## src/hw/mac_ctl_pkg.sv

```systemverilog
/*
  Shared constants and carriers for the MAC pause, error-flag and station
  address slice. Assumes a 32-bit APB register bus and a 100 MHz clock.
*/
package mac_ctl_pkg;
  // Byte offsets of the registers.
  localparam logic [11:0] OFS_PAUSE_CTL = 12'h010c;
  localparam logic [11:0] OFS_SEED = 12'h0110;
  localparam logic [11:0] OFS_ERR = 12'h0114;
  localparam logic [11:0] OFS_ADDR_HI = 12'h0118;
  localparam logic [11:0] OFS_ADDR_LO = 12'h011c;
  // Field positions in pause_control.
  localparam int B_SEND_NOW = 31;
  localparam int B_AUTO_EN = 30;
  localparam int B_HONOR_EN = 29;
  localparam int B_PASS = 28;
  // Error flags live in bits 9..2 of frame_error_flags.
  localparam int ERR_LSB = 2;
  localparam int ERR_N = 8;
  // Reset values.
  localparam logic [15:0] SEED_RST = 16'h9876;
  localparam logic [15:0] ADDR_HI_RST = 16'hffff;
  localparam logic [31:0] ADDR_LO_RST = 32'hffff_ffff;
  // Receive FIFO fill is compared in units of 512 bytes.
  localparam int FILL_SHIFT = 9;
  // Pause quanta are 512 bit times; at one byte per clock that is 64.
  localparam int QUANTUM_BITS = 512;
  localparam int BITS_PER_CLK = 8;
  localparam int SLOT_CLKS = QUANTUM_BITS / BITS_PER_CLK;
  localparam int PCNT_W = 23;
  // MAC control frame constants.
  localparam logic [47:0] PAUSE_DA = 48'h0180_c200_0001;
  localparam logic [15:0] CTL_TYPE = 16'h8808;
  localparam logic [15:0] PAUSE_OP = 16'h0001;

  // Header of a generated pause frame, handed to the transmit path.
  typedef struct packed {
    logic [47:0] da;
    logic [47:0] sa;
    logic [15:0] etype;
    logic [15:0] opcode;
    logic [15:0] quanta;
    logic addFcs;
  } pause_frame_t;

  // Watermarks from the receive FIFO threshold configuration.
  typedef struct packed {
    logic [7:0] on;
    logic [7:0] off;
  } pause_thresh_t;

  // Whole state of the block.
  typedef struct packed {
    logic pready;
    logic pslverr;
    logic [31:0] prdata;
    logic sendNow;
    logic autoEn;
    logic honorEn;
    logic passPause;
    logic [15:0] quanta;
    logic [15:0] seed;
    logic [15:0] lfsr;
    logic [ERR_N-1:0] errFlags;
    logic [15:0] addrHi;
    logic [31:0] addrLo;
    logic loaded;
    logic srcValid;
    logic [47:0] srcAddr;
    logic autoHigh;
    logic onPend;
    logic offPend;
    logic txReq;
    logic reqForced;
    pause_frame_t txFrame;
    logic [PCNT_W-1:0] pauseCnt;
    logic txHalt;
    logic decodeEn;
  } state_t;
endpackage : mac_ctl_pkg

```

## src/hw/mac_pause_error_station_addr.sv

```systemverilog
/*
  Pause flow control, back-off seed, sticky error flags and station
  address of the MAC, with an APB slave for the registers.
  Assumes the receive path reports pause frames and errors as one-cycle
  pulses and the transmit path acknowledges a pause frame with a pulse.
*/
// The APB slave port is this design's own decision.
`timescale 1ns/1ps

// Function
// - Halt transmit for quanta times slot time
// - Honour disabled: no decoding, no halt
// - Send-now sends one frame, then self-clears
// - Fill over on-threshold sends pause quanta
// - Fill under off-threshold then sends zero
// - Flow control only in full duplex
// - Pass bit forwards or sinks pause frames
// - Programmed quanta fills pause time field
// - Back-off LFSR seeded, seed resets 9876h
// - Sticky flags for rx, crc, size errors
// - Overlong truncated frame sets bit five
// - Sixteen collisions abort sets bit four
// - Misalignment bit three, starvation bit two
// - 48-bit address split, first octet low
// - Address for match, wake, pause frames
// - Address unused in general receive filter
// - Reset loads EEPROM, else OTP, else ones
// - USB reset restores loaded address, else sets low word to ones
module mac_pause_error_station_addr
  import mac_ctl_pkg::*;
#(
  parameter int FILL_W = 16
) (
  // Clock and reset.
  input wire logic clock,
  input wire logic reset,
  // APB slave.
  input wire logic psel,
  input wire logic penable,
  input wire logic pwrite,
  input wire logic [11:0] paddr,
  input wire logic [31:0] pwdata,
  output logic [31:0] prdata,
  output logic pready,
  output logic pslverr,
  // Link mode and receive side.
  input wire logic fullDuplex,
  input wire logic rxPauseValid,
  input wire logic [15:0] rxPauseQuanta,
  input wire logic [FILL_W-1:0] rxFifoFill,
  input wire pause_thresh_t pauseThresholdCfg,
  input wire logic [ERR_N-1:0] errEvt,
  // Transmit side.
  input wire logic txPauseDone,
  output logic txPauseReq,
  output pause_frame_t txPauseFrame,
  output logic txHalt,
  output logic ctlDecodeEn,
  output logic passPauseFrames,
  output logic [15:0] backoffRand,
  // Address sources and USB reset.
  input wire logic eepromPresent,
  input wire logic [47:0] eepromAddr,
  input wire logic otpConfigured,
  input wire logic [47:0] otpAddr,
  input wire logic usbReset,
  output logic [47:0] stationAddr
);

  // Reset image of the state.
  localparam state_t STATE_RST = '{
    seed: SEED_RST, lfsr: SEED_RST, addrHi: ADDR_HI_RST,
    addrLo: ADDR_LO_RST, default: '0};

  state_t s_r; // Registered state.
  state_t s_nxt; // Next state.
  logic setup; // APB setup cycle.
  logic wrEn; // Write completes at this edge.
  logic fd; // Full duplex qualifies every flow control action.
  logic [FILL_W-FILL_SHIFT-1:0] fillBlk; // Fill in 512-byte units.
  logic lfsrFb; // LFSR feedback bit.

  assign setup = psel && !penable;
  assign wrEn = psel && penable && s_r.pready && pwrite;
  assign fd = fullDuplex;
  assign fillBlk = rxFifoFill[FILL_W-1:FILL_SHIFT];
  assign lfsrFb = s_r.lfsr[15] ^ s_r.lfsr[13] ^ s_r.lfsr[12] ^ s_r.lfsr[10];

  // Next-state logic for registers, pause engine and address.
  always_comb begin
    s_nxt = s_r;
    // Zero wait state: answer in the first access cycle.
    s_nxt.pready = setup;
    s_nxt.pslverr = 1'b0;
    if (setup) begin
      s_nxt.prdata = '0;
      unique case (paddr)
        OFS_PAUSE_CTL: begin
          s_nxt.prdata[B_SEND_NOW] = s_r.sendNow;
          s_nxt.prdata[B_AUTO_EN] = s_r.autoEn;
          s_nxt.prdata[B_HONOR_EN] = s_r.honorEn;
          s_nxt.prdata[B_PASS] = s_r.passPause;
          s_nxt.prdata[15:0] = s_r.quanta;
        end
        OFS_SEED: s_nxt.prdata[15:0] = s_r.seed;
        OFS_ERR: s_nxt.prdata[ERR_LSB+:ERR_N] = s_r.errFlags;
        OFS_ADDR_HI: s_nxt.prdata[15:0] = s_r.addrHi;
        OFS_ADDR_LO: s_nxt.prdata = s_r.addrLo;
        default: s_nxt.pslverr = 1'b1;
      endcase
    end

    // Error flags: events set, a one written clears, and set wins.
    s_nxt.errFlags = s_r.errFlags;
    if (wrEn && paddr == OFS_ERR) begin
      s_nxt.errFlags = s_r.errFlags & ~pwdata[ERR_LSB+:ERR_N];
    end
    s_nxt.errFlags = s_nxt.errFlags | errEvt;

    // The LFSR free-runs; a seed write reloads it at once.
    s_nxt.lfsr = (s_r.lfsr == '0) ? s_r.seed
                 : {s_r.lfsr[14:0], lfsrFb};

    // Register writes.
    if (wrEn) begin
      unique case (paddr)
        OFS_PAUSE_CTL: begin
          // Writing zero to send-now never cancels a pending frame.
          s_nxt.sendNow = s_r.sendNow | pwdata[B_SEND_NOW];
          s_nxt.autoEn = pwdata[B_AUTO_EN];
          s_nxt.honorEn = pwdata[B_HONOR_EN];
          s_nxt.passPause = pwdata[B_PASS];
          s_nxt.quanta = pwdata[15:0];
        end
        OFS_SEED: begin
          s_nxt.seed = pwdata[15:0];
          s_nxt.lfsr = pwdata[15:0];
        end
        OFS_ADDR_HI: s_nxt.addrHi = pwdata[15:0];
        OFS_ADDR_LO: s_nxt.addrLo = pwdata;
        default: ;
      endcase
    end

    // Station address source is caught once, right after reset.
    if (!s_r.loaded) begin
      s_nxt.loaded = 1'b1;
      if (eepromPresent) begin
        s_nxt.srcValid = 1'b1;
        s_nxt.srcAddr = eepromAddr;
      end else if (otpConfigured) begin
        s_nxt.srcValid = 1'b1;
        s_nxt.srcAddr = otpAddr;
      end
      // With neither source the all-ones reset image stays.
      if (eepromPresent || otpConfigured) begin
        s_nxt.addrHi = s_nxt.srcAddr[47:32];
        s_nxt.addrLo = s_nxt.srcAddr[31:0];
      end
    end else if (usbReset) begin
      // A USB reset overrides a same-cycle register write, but with no source an address-high write stays.
      if (s_r.srcValid) begin
        s_nxt.addrHi = s_r.srcAddr[47:32];
        s_nxt.addrLo = s_r.srcAddr[31:0];
      end else begin
        s_nxt.addrLo = ADDR_LO_RST;
      end
    end

    // Watermark tracking; an edge queues a frame, and a later edge replaces one still pending.
    if (s_r.autoEn && fd) begin
      if (!s_r.autoHigh && fillBlk >= pauseThresholdCfg.on) begin
        s_nxt.autoHigh = 1'b1;
        s_nxt.onPend = 1'b1;
        s_nxt.offPend = 1'b0;
      end else if (s_r.autoHigh && fillBlk <= pauseThresholdCfg.off) begin
        s_nxt.autoHigh = 1'b0;
        s_nxt.offPend = 1'b1;
        s_nxt.onPend = 1'b0;
      end
    end else begin
      // Disabling auto pause or leaving full duplex drops the state.
      s_nxt.autoHigh = 1'b0;
      s_nxt.onPend = 1'b0;
      s_nxt.offPend = 1'b0;
    end

    // Transmit request: one frame outstanding; forced goes first.
    if (s_r.txReq) begin
      if (txPauseDone) begin
        s_nxt.txReq = 1'b0;
        if (s_r.reqForced) begin
          // A send-now written in the very cycle the frame leaves is kept.
          // The set wins here; a second request written earlier while the frame is out is cleared with it.
          if (!(wrEn && paddr == OFS_PAUSE_CTL && pwdata[B_SEND_NOW])) begin
            s_nxt.sendNow = 1'b0;
          end
        end
      end
    end else if (fd && (s_r.sendNow || s_nxt.onPend || s_nxt.offPend)) begin
      s_nxt.txReq = 1'b1;
      s_nxt.reqForced = s_r.sendNow;
      s_nxt.txFrame.da = PAUSE_DA;
      // Source in wire order, first octet on top, laid out like the
      // destination, so the transmit path sends both the same way.
      s_nxt.txFrame.sa = {s_nxt.addrLo[7:0], s_nxt.addrLo[15:8],
        s_nxt.addrLo[23:16], s_nxt.addrLo[31:24],
        s_nxt.addrHi[7:0], s_nxt.addrHi[15:8]};
      s_nxt.txFrame.etype = CTL_TYPE;
      s_nxt.txFrame.opcode = PAUSE_OP;
      s_nxt.txFrame.addFcs = 1'b1;
      if (s_r.sendNow || s_nxt.onPend) begin
        s_nxt.txFrame.quanta = s_r.quanta;
      end else begin
        s_nxt.txFrame.quanta = '0;
      end
      if (!s_r.sendNow) begin
        s_nxt.onPend = 1'b0;
        s_nxt.offPend = 1'b0;
      end
    end

    // Received pause: timer of quanta times slot time.
    s_nxt.decodeEn = s_r.honorEn && fd;
    if (s_r.pauseCnt != '0) begin
      s_nxt.pauseCnt = s_r.pauseCnt - 1'b1;
    end
    if (rxPauseValid && s_r.decodeEn) begin
      s_nxt.pauseCnt = PCNT_W'(rxPauseQuanta * SLOT_CLKS);
    end
    if (!fd) begin
      s_nxt.pauseCnt = '0;
    end
    s_nxt.txHalt = s_nxt.pauseCnt != '0;
  end

  // State register.
  always_ff @(posedge clock or posedge reset) begin
    if (reset) begin
      s_r <= STATE_RST;
    end else begin
      s_r <= s_nxt;
    end
  end

  // Outputs, all straight from the state register.
  assign prdata = s_r.prdata;
  assign pready = s_r.pready;
  assign pslverr = s_r.pslverr;
  assign txPauseReq = s_r.txReq;
  assign txPauseFrame = s_r.txFrame;
  assign txHalt = s_r.txHalt;
  assign ctlDecodeEn = s_r.decodeEn;
  assign passPauseFrames = s_r.passPause;
  assign backoffRand = s_r.lfsr;
  // Only match, wake and pause logic read this, not the filter.
  assign stationAddr = {s_r.addrHi, s_r.addrLo};
endmodule : mac_pause_error_station_addr

```

## config.mk

```make
export PLATFORM = sky130hd
export DESIGN_NAME = mac_pause_error_station_addr
export DESIGN_NICKNAME = d
export VERILOG_FILES = /design/src/hw/mac_ctl_pkg.sv /design/src/hw/mac_pause_error_station_addr.sv
export SDC_FILE = /design/constraint.sdc
export NUM_CORES = 1
export LEC_CHECK = 0
export BUFFER_PORTS_ARGS = -buffer_cell sky130_fd_sc_hd__buf_4
export CAP_MARGIN = 20
export CORE_MARGIN = 2
export CORE_UTILIZATION = 29
export CTS_BUF_LIST = sky130_fd_sc_hd__clkbuf_4 sky130_fd_sc_hd__clkbuf_8 sky130_fd_sc_hd__clkbuf_16
export DETAILED_ROUTE_END_ITERATION = 8
export MAX_ROUTING_LAYER = met4
export PLACE_DENSITY = 0.54
export REMOVE_ABC_BUFFERS = 1
export SLEW_MARGIN = 40
export SYNTH_ARGS = -nofsm -noshare
export SYNTH_HDL_FRONTEND = slang
export SYNTH_SLANG_ARGS = --single-unit
```

## constraint.sdc

```tcl
create_clock -name clock -period 8.23 [get_ports clock]
set_input_delay 0.823 -clock clock [delete_from_list [all_inputs] [get_ports clock]]
set_output_delay 0.823 -clock clock [all_outputs]
set_load 0.02 [all_outputs]
```

==> results of run 1 <==
==> worst max path at each step <==
| stage | from | to | slack (ns) |
|---|---|---|---|
| 6_report | rxFifoFill[11] | txPauseFrame[55] | 4.44 |
| 5_1_grt | rxFifoFill[11] | txPauseFrame[60] | 4.27 |
| 4_1_cts | rxFifoFill[11] | txPauseFrame[60] | 4.44 |
| 3_5_place_dp | rxFifoFill[11] | txPauseFrame[58] | 3.87 |
| 3_3_place_gp | rxFifoFill[11] | txPauseFrame[55] | 3.90 |
| 2_1_floorplan | reset | backoffRand[0] | -0.41 |
==> layout by cell type (no fill, tap or decap), drive strengths merged, types with 4 or more instances in the layout <==
cell type    n
and2         4
conb        71
a221oi       4
nand2      200
and3        19
mux2        82
a32oi       17
clkbuf      55
o21ai       92
mux2i       56
a22oi       15
a31oi        6
buf        402
xor2         4
a222oi       8
or4          6
nand3       19
nand4        8
nor2        81
or3         22
inv         39
ha          16
a21boi      15
a211oi       8
o221ai      47
nor4        15
a221o        9
a21oi       86
a21o        52
nand2b       9
diode        5
dfstp       64
nor3        25
xnor2       12
dfrtp      223
clkinv      10
==> flip-flops by register name, summed over array words and instances, names as in the netlist <==
signal and cells:
ctlDecodeEn 1, txPauseReq 1, s_r 120, prdata 32, pready 1, stationAddr 48
txPauseFrame 65, passPauseFrames 1, pslverr 1, backoffRand 16, txHalt 1
==> worst register-to-register path, cell delays in order, from the launching register on <==
cell and delay, ns:
dfrtp_1 0.44, nor4_1 0.68, nand2_1 0.23, nor3_1 0.67
o21ai_0 0.22, a2111oi_0 0.50, nand4_1 0.17
==> routing by layer <==
layer	vias to the layer above	global-route usage	wire (µm)
met5	-	-	0
met2	443	0.303	26200
met3	87	0.0412	3750
met1	6435	0.262	25300
met4	0	0.0687	1730
li1	5879	-	-
==> cell families after synthesis <==
| family | after synthesis | share of synthesized area |
|---|---|---|
| and+or+nand+nor | 426 | 0.124 |
| AOI/OAI and AO/OA | 382 | 0.160 |
| buffers and inverters | 378 | 0.149 |
| DFF | 287 | 0.450 |
| muxes | 138 | 0.0966 |
| adders and majority gates | 16 | 0.0124 |
| xor gates and xnor gates | 16 | 0.00868 |
| other | 2 | 0.000465 |
==> final cells by class <==
class / instances / area, µm²
Timing Repair Buffer: 402 / 3070
Antenna cell: 5 / 12.5
Multi-Input combinational cell: 1049 / 6820
Sequential cell: 287 / 7270
Inverter: 39 / 155
Clock buffer: 55 / 1170
Tap cell: 748 / 936
Fill cell: 5624 / 35500
Clock inverter: 13 / 129
==> through the flow <==
stage / area (µm²) / setup WS, ns
final: 19600 / 4.44
after global placement: 18200 / 3.90
after floorplan: 14100 / -0.408
after CTS: 19500 / 4.44
after global routing: 19600 / 4.27
after detailed placement: 18200 / 3.87
==> power by group through the flow <==
stage / Sequential (mW) / Combinational (mW) / Clock, mW
global placement: 1.69 / 1.02 / 0
detailed placement: 1.70 / 1.03 / 0
CTS: 1.68 / 1.03 / 1.76
global route: 1.69 / 1.14 / 1.82
floorplan: 1.72 / 0.611 / 0
finish: 1.68 / 1.03 / 1.71
==> metrics.md, run 1 <==
| Metric | Value |
|---|---|
| Status | finished clean |
| PortBufs | about 370 |
| Worst path required time | around 8.7 ns |
| Reg-to-reg endpoint | txHalt |
| Fmax | about 260 MHz |
| Synth cell types | 70 |
| EDFF count, synth | 0 |
| Ports | 454 |
| CTS clk-pin slew, worst paths | 0.06 ns |
| H-tree depth | 2 |
| Initial core utilization | 0.293 |
| # Max-Cap Violations | 0 |
| Mapped Area | 16100 µm² |
| Row count | 86 |
| Placed cell count | 2524 |
| Setup TNS | 0 ns |
| P_int | 3.01 mW |
| CP arrival | 4.22 ns |
| RSZ-0062 raised after global routing | no |
| Final non-filler cell total | between 2000 and 3000 |
| Die area | roughly 58000 µm² |
| Relative slew slack | 0.487 |
| CTS Sinks | ~290 |
| Area Growth Syn to Fin | 21.1% |
| DR pass1 iterations | 5 |
| Sequential Power Share | 0.379 |
| WL final | around 57 mm |
| Top cell type's share of synthesized area | 0.346 |
| Die width | approximately 240 µm |
| Sw Pwr | between 1 and 1.5 mW |
| Via count | 12844 |
| Ranking of synthesized cells by area | dfrtp_1 (35%), buf_4 (11%), dfstp_2 (10%) |
| Count leader, synth | buf_4 |
| Switch share | 0.319 |
| Aggregate global routing overflow | 0 |
| PnR Total Power | around 4.4 mW |
| CTS tree | built |
| Via-to-Cell Ratio | approximately 4.9 |
| Worst skew pair latency | 0.55 ns |
| Synthesized flop and latch total | between 200 and 300 |
| Worst Tran Pin Value | 0.764 ns |
| Ys async rst share | 1.00 |
| Max Root-Sink Buffers | 3 |
| GRT Resource Usage Total | 0.199 |
| Worst clock skew | 0.0164 ns |
| VDD IR-drop max | between 0.15 and 0.2 mV |
| Post-Synthesis Cells | ~1600 |
| Layout cells sized above 1 | 0.348 |
| Clock power frac | 0.387 |
| First-pass GRT wire length | ~83 mm |
| Dpl hpwl | 38.8 mm |
| Post-synth top flop | dfrtp_1 |
| Avg Inst Size Synth | roughly 10 µm² |
| Crit path time final | 3.79 ns |
| # resized after CTS | 0 |
| Final setup vio count | 0 |
| Hold crit path type | in -> async |
| CP Launch Type | input port |
| Critical path capture point type | flop |
| Vias in the first global route | roughly 13000 |
| Origin of the critical flop-to-flop path | s_r[19] |
| CP Cell Sequence | buf_4 -> ha_1 -> and4b_1 -> a211oi_1 -> o22a_2 -> nor4_1 -> or4_1 -> buf_4 -> o21ai_4 -> buf_12 -> mux2_2 |
| Fin nets | about 2000 |
| Post-CTS Setup Bufs | 0 |
| Hold Buf Count CTS | 0 |
| CP Buf/Inv Count | 3 |
| CTS buffer count | 37 |
| CP most frequent cell | buf_4 |
| CTS Root Cell | clkbuf_16 |
| Slowest stage delay, CP | between 0.5 and 0.6 ns |
| Sequential area share after synthesis | 0.450 |
| PD cells | between 200 and 250 nW/µm² |
| Slowest CP cell | o21ai_4 |
| R2r setup slk | just over 5 ns |
| Final Hold Viols | 0 |
| Critical Setup Path Class | in -> reg |
| Yosys top cell by area | dfrtp_1 |
| Power share of the combinational group | 0.234 |
| Leak | approximately 9.6 nW |
| Routability cong. | ~0.86 |
| Largest net degree at the start of global routing | roughly 140 |
| Antenna violations before repair | 6 |
| Routed Antenna Nets | 0 |
| DRC Markers | 0 |
| Wire length per cell | between 20 and 25 µm |
| WHS | roughly 0.37 ns |
| Delay-heaviest family, CP | compound AO/OA/AOI/OAI gates |
| Layout Utilization | 0.355 |
| CORE AREA | approximately 55000 µm² |
| R2R depth | 6 |
| Tcrit/Tclk final | 0.461 |
| Worst Path Max Fanout | 54 |
| Top cells by count, synth | buf_4 (245), dfrtp_1 (223), nand2_1 (200) |
| Max-slew violations | 0 |
| Die height | ~240 µm |
| Initial drt markers | ~860 |
| Synth warn | 0 |
| WP depth | 11 |
Power figures use the tool's default switching activity.
==> inputs of run 2 (changes only) <==
--- a/config.mk
+++ b/config.mk
@@ -12,7 +12,7 @@
 export CTS_BUF_LIST = sky130_fd_sc_hd__clkbuf_4 sky130_fd_sc_hd__clkbuf_8 sky130_fd_sc_hd__clkbuf_16
 export DETAILED_ROUTE_END_ITERATION = 8
 export MAX_ROUTING_LAYER = met4
-export PLACE_DENSITY = 0.54
+export PLACE_DENSITY = 0.53
 export REMOVE_ABC_BUFFERS = 1
 export SLEW_MARGIN = 40
 export SYNTH_ARGS = -nofsm -noshare
==> constraint.sdc (replaced) <==
create_clock -name clock -period 3.8 [get_ports clock]
set_input_delay 0.38 -clock clock [delete_from_list [all_inputs] [get_ports clock]]
set_output_delay 0.38 -clock clock [all_outputs]
set_load 0.02 [all_outputs]
==> run 2 against run 1 <==
Net effect:
- worst setup slack got worse by 3.7 ns
- sequential power increased by 120%
- global-route usage increased by 0.33 points
- via count decreased by 0.43%
- first-iteration DRC count decreased by 19%
- non-clock buffer count increased by 23
- critical endpoint is now txHalt
- clock power increased by 110%
- clock skew increased by 0.014 ns
- sequential cell count unchanged
- hold slack got worse by 0.33 ns
==> metrics.md, run 2 (synthesized netlist as in run 1, its figures left out) <==
| Metric | Value |
|---|---|
| Dpl hpwl | 40.6 mm (+4.6%) |
| Layout Utilization | 0.357 (+0.00216) |
| Sw Pwr | 3.12 mW (+120%) |
| P_int | 6.40 mW (+110%) |
| Largest net degree at the start of global routing | 79 (-45%) |
| Fin nets | 2062 (+1.1%) |
| Clock power frac | 0.379 (-0.008) |
| R2R depth | 7 (+1) |
| CORE AREA | 55100 µm² (unchanged) |
| Hold endpoint | s_r[175] |
| Aggregate global routing overflow | 0 (unchanged) |
| Via count | 12789 (-0.43%) |
| Fmax | roughly 320 MHz |
| Post-CTS Setup Bufs | 0 (unchanged) |
| CTS buffer count | 37 (unchanged) |
| RSZ-0062 raised after global routing | no |
| H-tree depth | 2 (unchanged) |
| Max-slew violations | 0 (unchanged) |
| Most frequent cells in the layout | buf_4 (412), dfrtp_1 (222), nand2_1 (199) |
| CTS Sinks | 287 (unchanged) |
| Origin of the critical flop-to-flop path | s_r[19] |
| Die height | 240 µm (unchanged) |
| Sequential Power Share | 0.381 (+0.002) |
| Critical path capture point type | flop |
| Hold path depth | 3 |
| Worst clock skew | 0.0300 ns (+0.0136 ns) |
| Die area | 57600 µm² (unchanged) |
| Worst skew pair latency | 0.57 ns (+0.02 ns) |
| CP arrival | 3.50 ns (-0.72 ns) |
| Power share of the combinational group | 0.240 (+0.006) |
| Antenna violations before repair | 2 (-4) |
| PortBufs | 374 (unchanged) |
| DR pass1 iterations | 5 (unchanged) |
| # Max-Cap Violations | 0 (unchanged) |
| Worst path required time | 4.20 ns (-4.46 ns) |
| Reg-to-reg endpoint | txHalt |
| CTS Root Cell | clkbuf_16 |
| Hold crit path type | in -> reg |
| Final setup vio count | 0 (unchanged) |
| DRC Markers | 0 (unchanged) |
| Largest register FFs | 120 (unchanged) |
| Routability cong. | 0.847 (-2.1%) |
| Routed Antenna Nets | 0 (unchanged) |
| Worst Path Max Fanout | 8 (-85%) |
| R2r setup slk | 0.69 ns (-4.45 ns) |
| Worst Tran Pin Value | 0.783 ns (+0.0192 ns) |
| Max Root-Sink Buffers | 3 (unchanged) |
| WL final | 57.8 mm (+1.4%) |
| Switch share | 0.328 (+0.00892) |
| CP Launch Type | flop |
| Relative slew slack | 0.477 (-0.00982) |
| Setup TNS | 0 ns (unchanged) |
| Via-to-Cell Ratio | 4.89 (-1.1%) |
| Min-delay src | eepromAddr[0] |
| Leak | 9.64 nW (+0.71%) |
| CTS tree | built |
| Layout cells sized above 1 | 0.349 (+0.000907) |
| Tcrit/Tclk final | 0.818 |
| First-pass GRT wire length | 84.1 mm (+1.2%) |
| Ports | 454 (unchanged) |
| Most common cell after layout, fill and taps aside | buf_4 |
| Area Growth Syn to Fin | 21.9% |
| Crit path time final | 3.11 ns |
| Biggest register | s_r |
| Fill cells | 5597 (-0.48%) |
| Critical Setup Path Class | reg -> reg |
| # resized after CTS | 0 (unchanged) |
| Final Hold Viols | 0 (unchanged) |
| Row count | 86 (unchanged) |
| Hold Buf Count CTS | 8 (+8) |
| Wire length per cell | 22.1 µm (+0.68%) |
| PD cells | 484 nW/µm² (+110%) |
| WHS | 0.0364 ns (-0.333 ns) |
| Vias in the first global route | 13104 (+0.98%) |
| Initial core utilization | 0.293 (unchanged) |
| VDD IR-drop max | 0.292 mV (+78%) |
| CTS clk-pin slew, worst paths | 0.06 ns (about the same) |
| Status | finished clean |
| GRT Resource Usage Total | 0.202 (+0.00330) |
| Initial drt markers | 697 (-19%) |
| Die width | 240 µm (unchanged) |
## run 2: cell types whose count changed in the layout (fill, tap and decap cells not counted), sizes merged
cell,before,now
buf,402,417
dlygate4sd3,0,8
clkinv,10,5
clkbuf,55,59
diode,5,2
bufinv,2,1
## run 2: area by class of cell
| type | instances | area (µm²) | area share |
|---|---|---|---|
| antenna | 2 | 5.00 | 0.000254 |
| multi-input combinational | 1049 | 6810 | 0.346 |
| clock buffer | 59 | 1130 | 0.0574 |
| tap | 748 | 936 | 0.0476 |
| inverter | 39 | 154 | 0.00782 |
| timing repair buffer | 425 | 3260 | 0.166 |
| clock inverter | 7 | 114 | 0.00579 |
| sequential | 287 | 7270 | 0.369 |
## run 2: metal layers
layer,up-vias,track usage,part of all wire
met5,-,-,0
li1,5911,-,-
met2,373,0.327,0.49
met3,90,0.0350,0.053
met4,0,0.0678,0.028
met1,6415,0.256,0.43
## run 2: stage by stage
stage               worst slack (ns)  std cells  area [µm²]  power [mW]
floorplan                      -4.39       1375       14100        5.04
global placement               0.556       2538       18300        5.91
detailed placement             0.541       2540       18300        5.95
CTS                            0.742       2614       19700        9.61
global route                   0.483       2616       19700        9.98
finish                         0.692       2616       19700        9.51
## run 2: worst max-delay path by stage
stage	from	to	slack (ns)	cells past startpoint
2_1_floorplan	reset	backoffRand[0]	-4.39	1
3_3_place_gp	pauseThresholdCfg[2]	txPauseFrame[54]	0.56	11
3_5_place_dp	rxFifoFill[9]	txPauseFrame[60]	0.54	11
4_1_cts	s_r[19]	txHalt	0.74	7
5_1_grt	s_r[19]	txHalt	0.48	7
6_report	s_r[19]	txHalt	0.69	7
## run 2: worst max-delay path: stages (launching register included)
cell       delay (ns)
dfrtp_1          0.45
nor4_1           0.67
and4_1           0.52
or4_1            0.17
a31oi_1          0.10
or2_1            0.27
a2111oi_0        0.56
nand4_1          0.20
## run 2: power groups by stage
stage	Combinational (mW)	Sequential, mW	Clock (mW)
6_report	2.28	3.63	3.60
5_1_grt	2.52	3.66	3.80
4_1_cts	2.29	3.62	3.69
3_5_place_dp	2.28	3.67	0
3_3_place_gp	2.25	3.67	0
2_1_floorplan	1.32	3.72	0
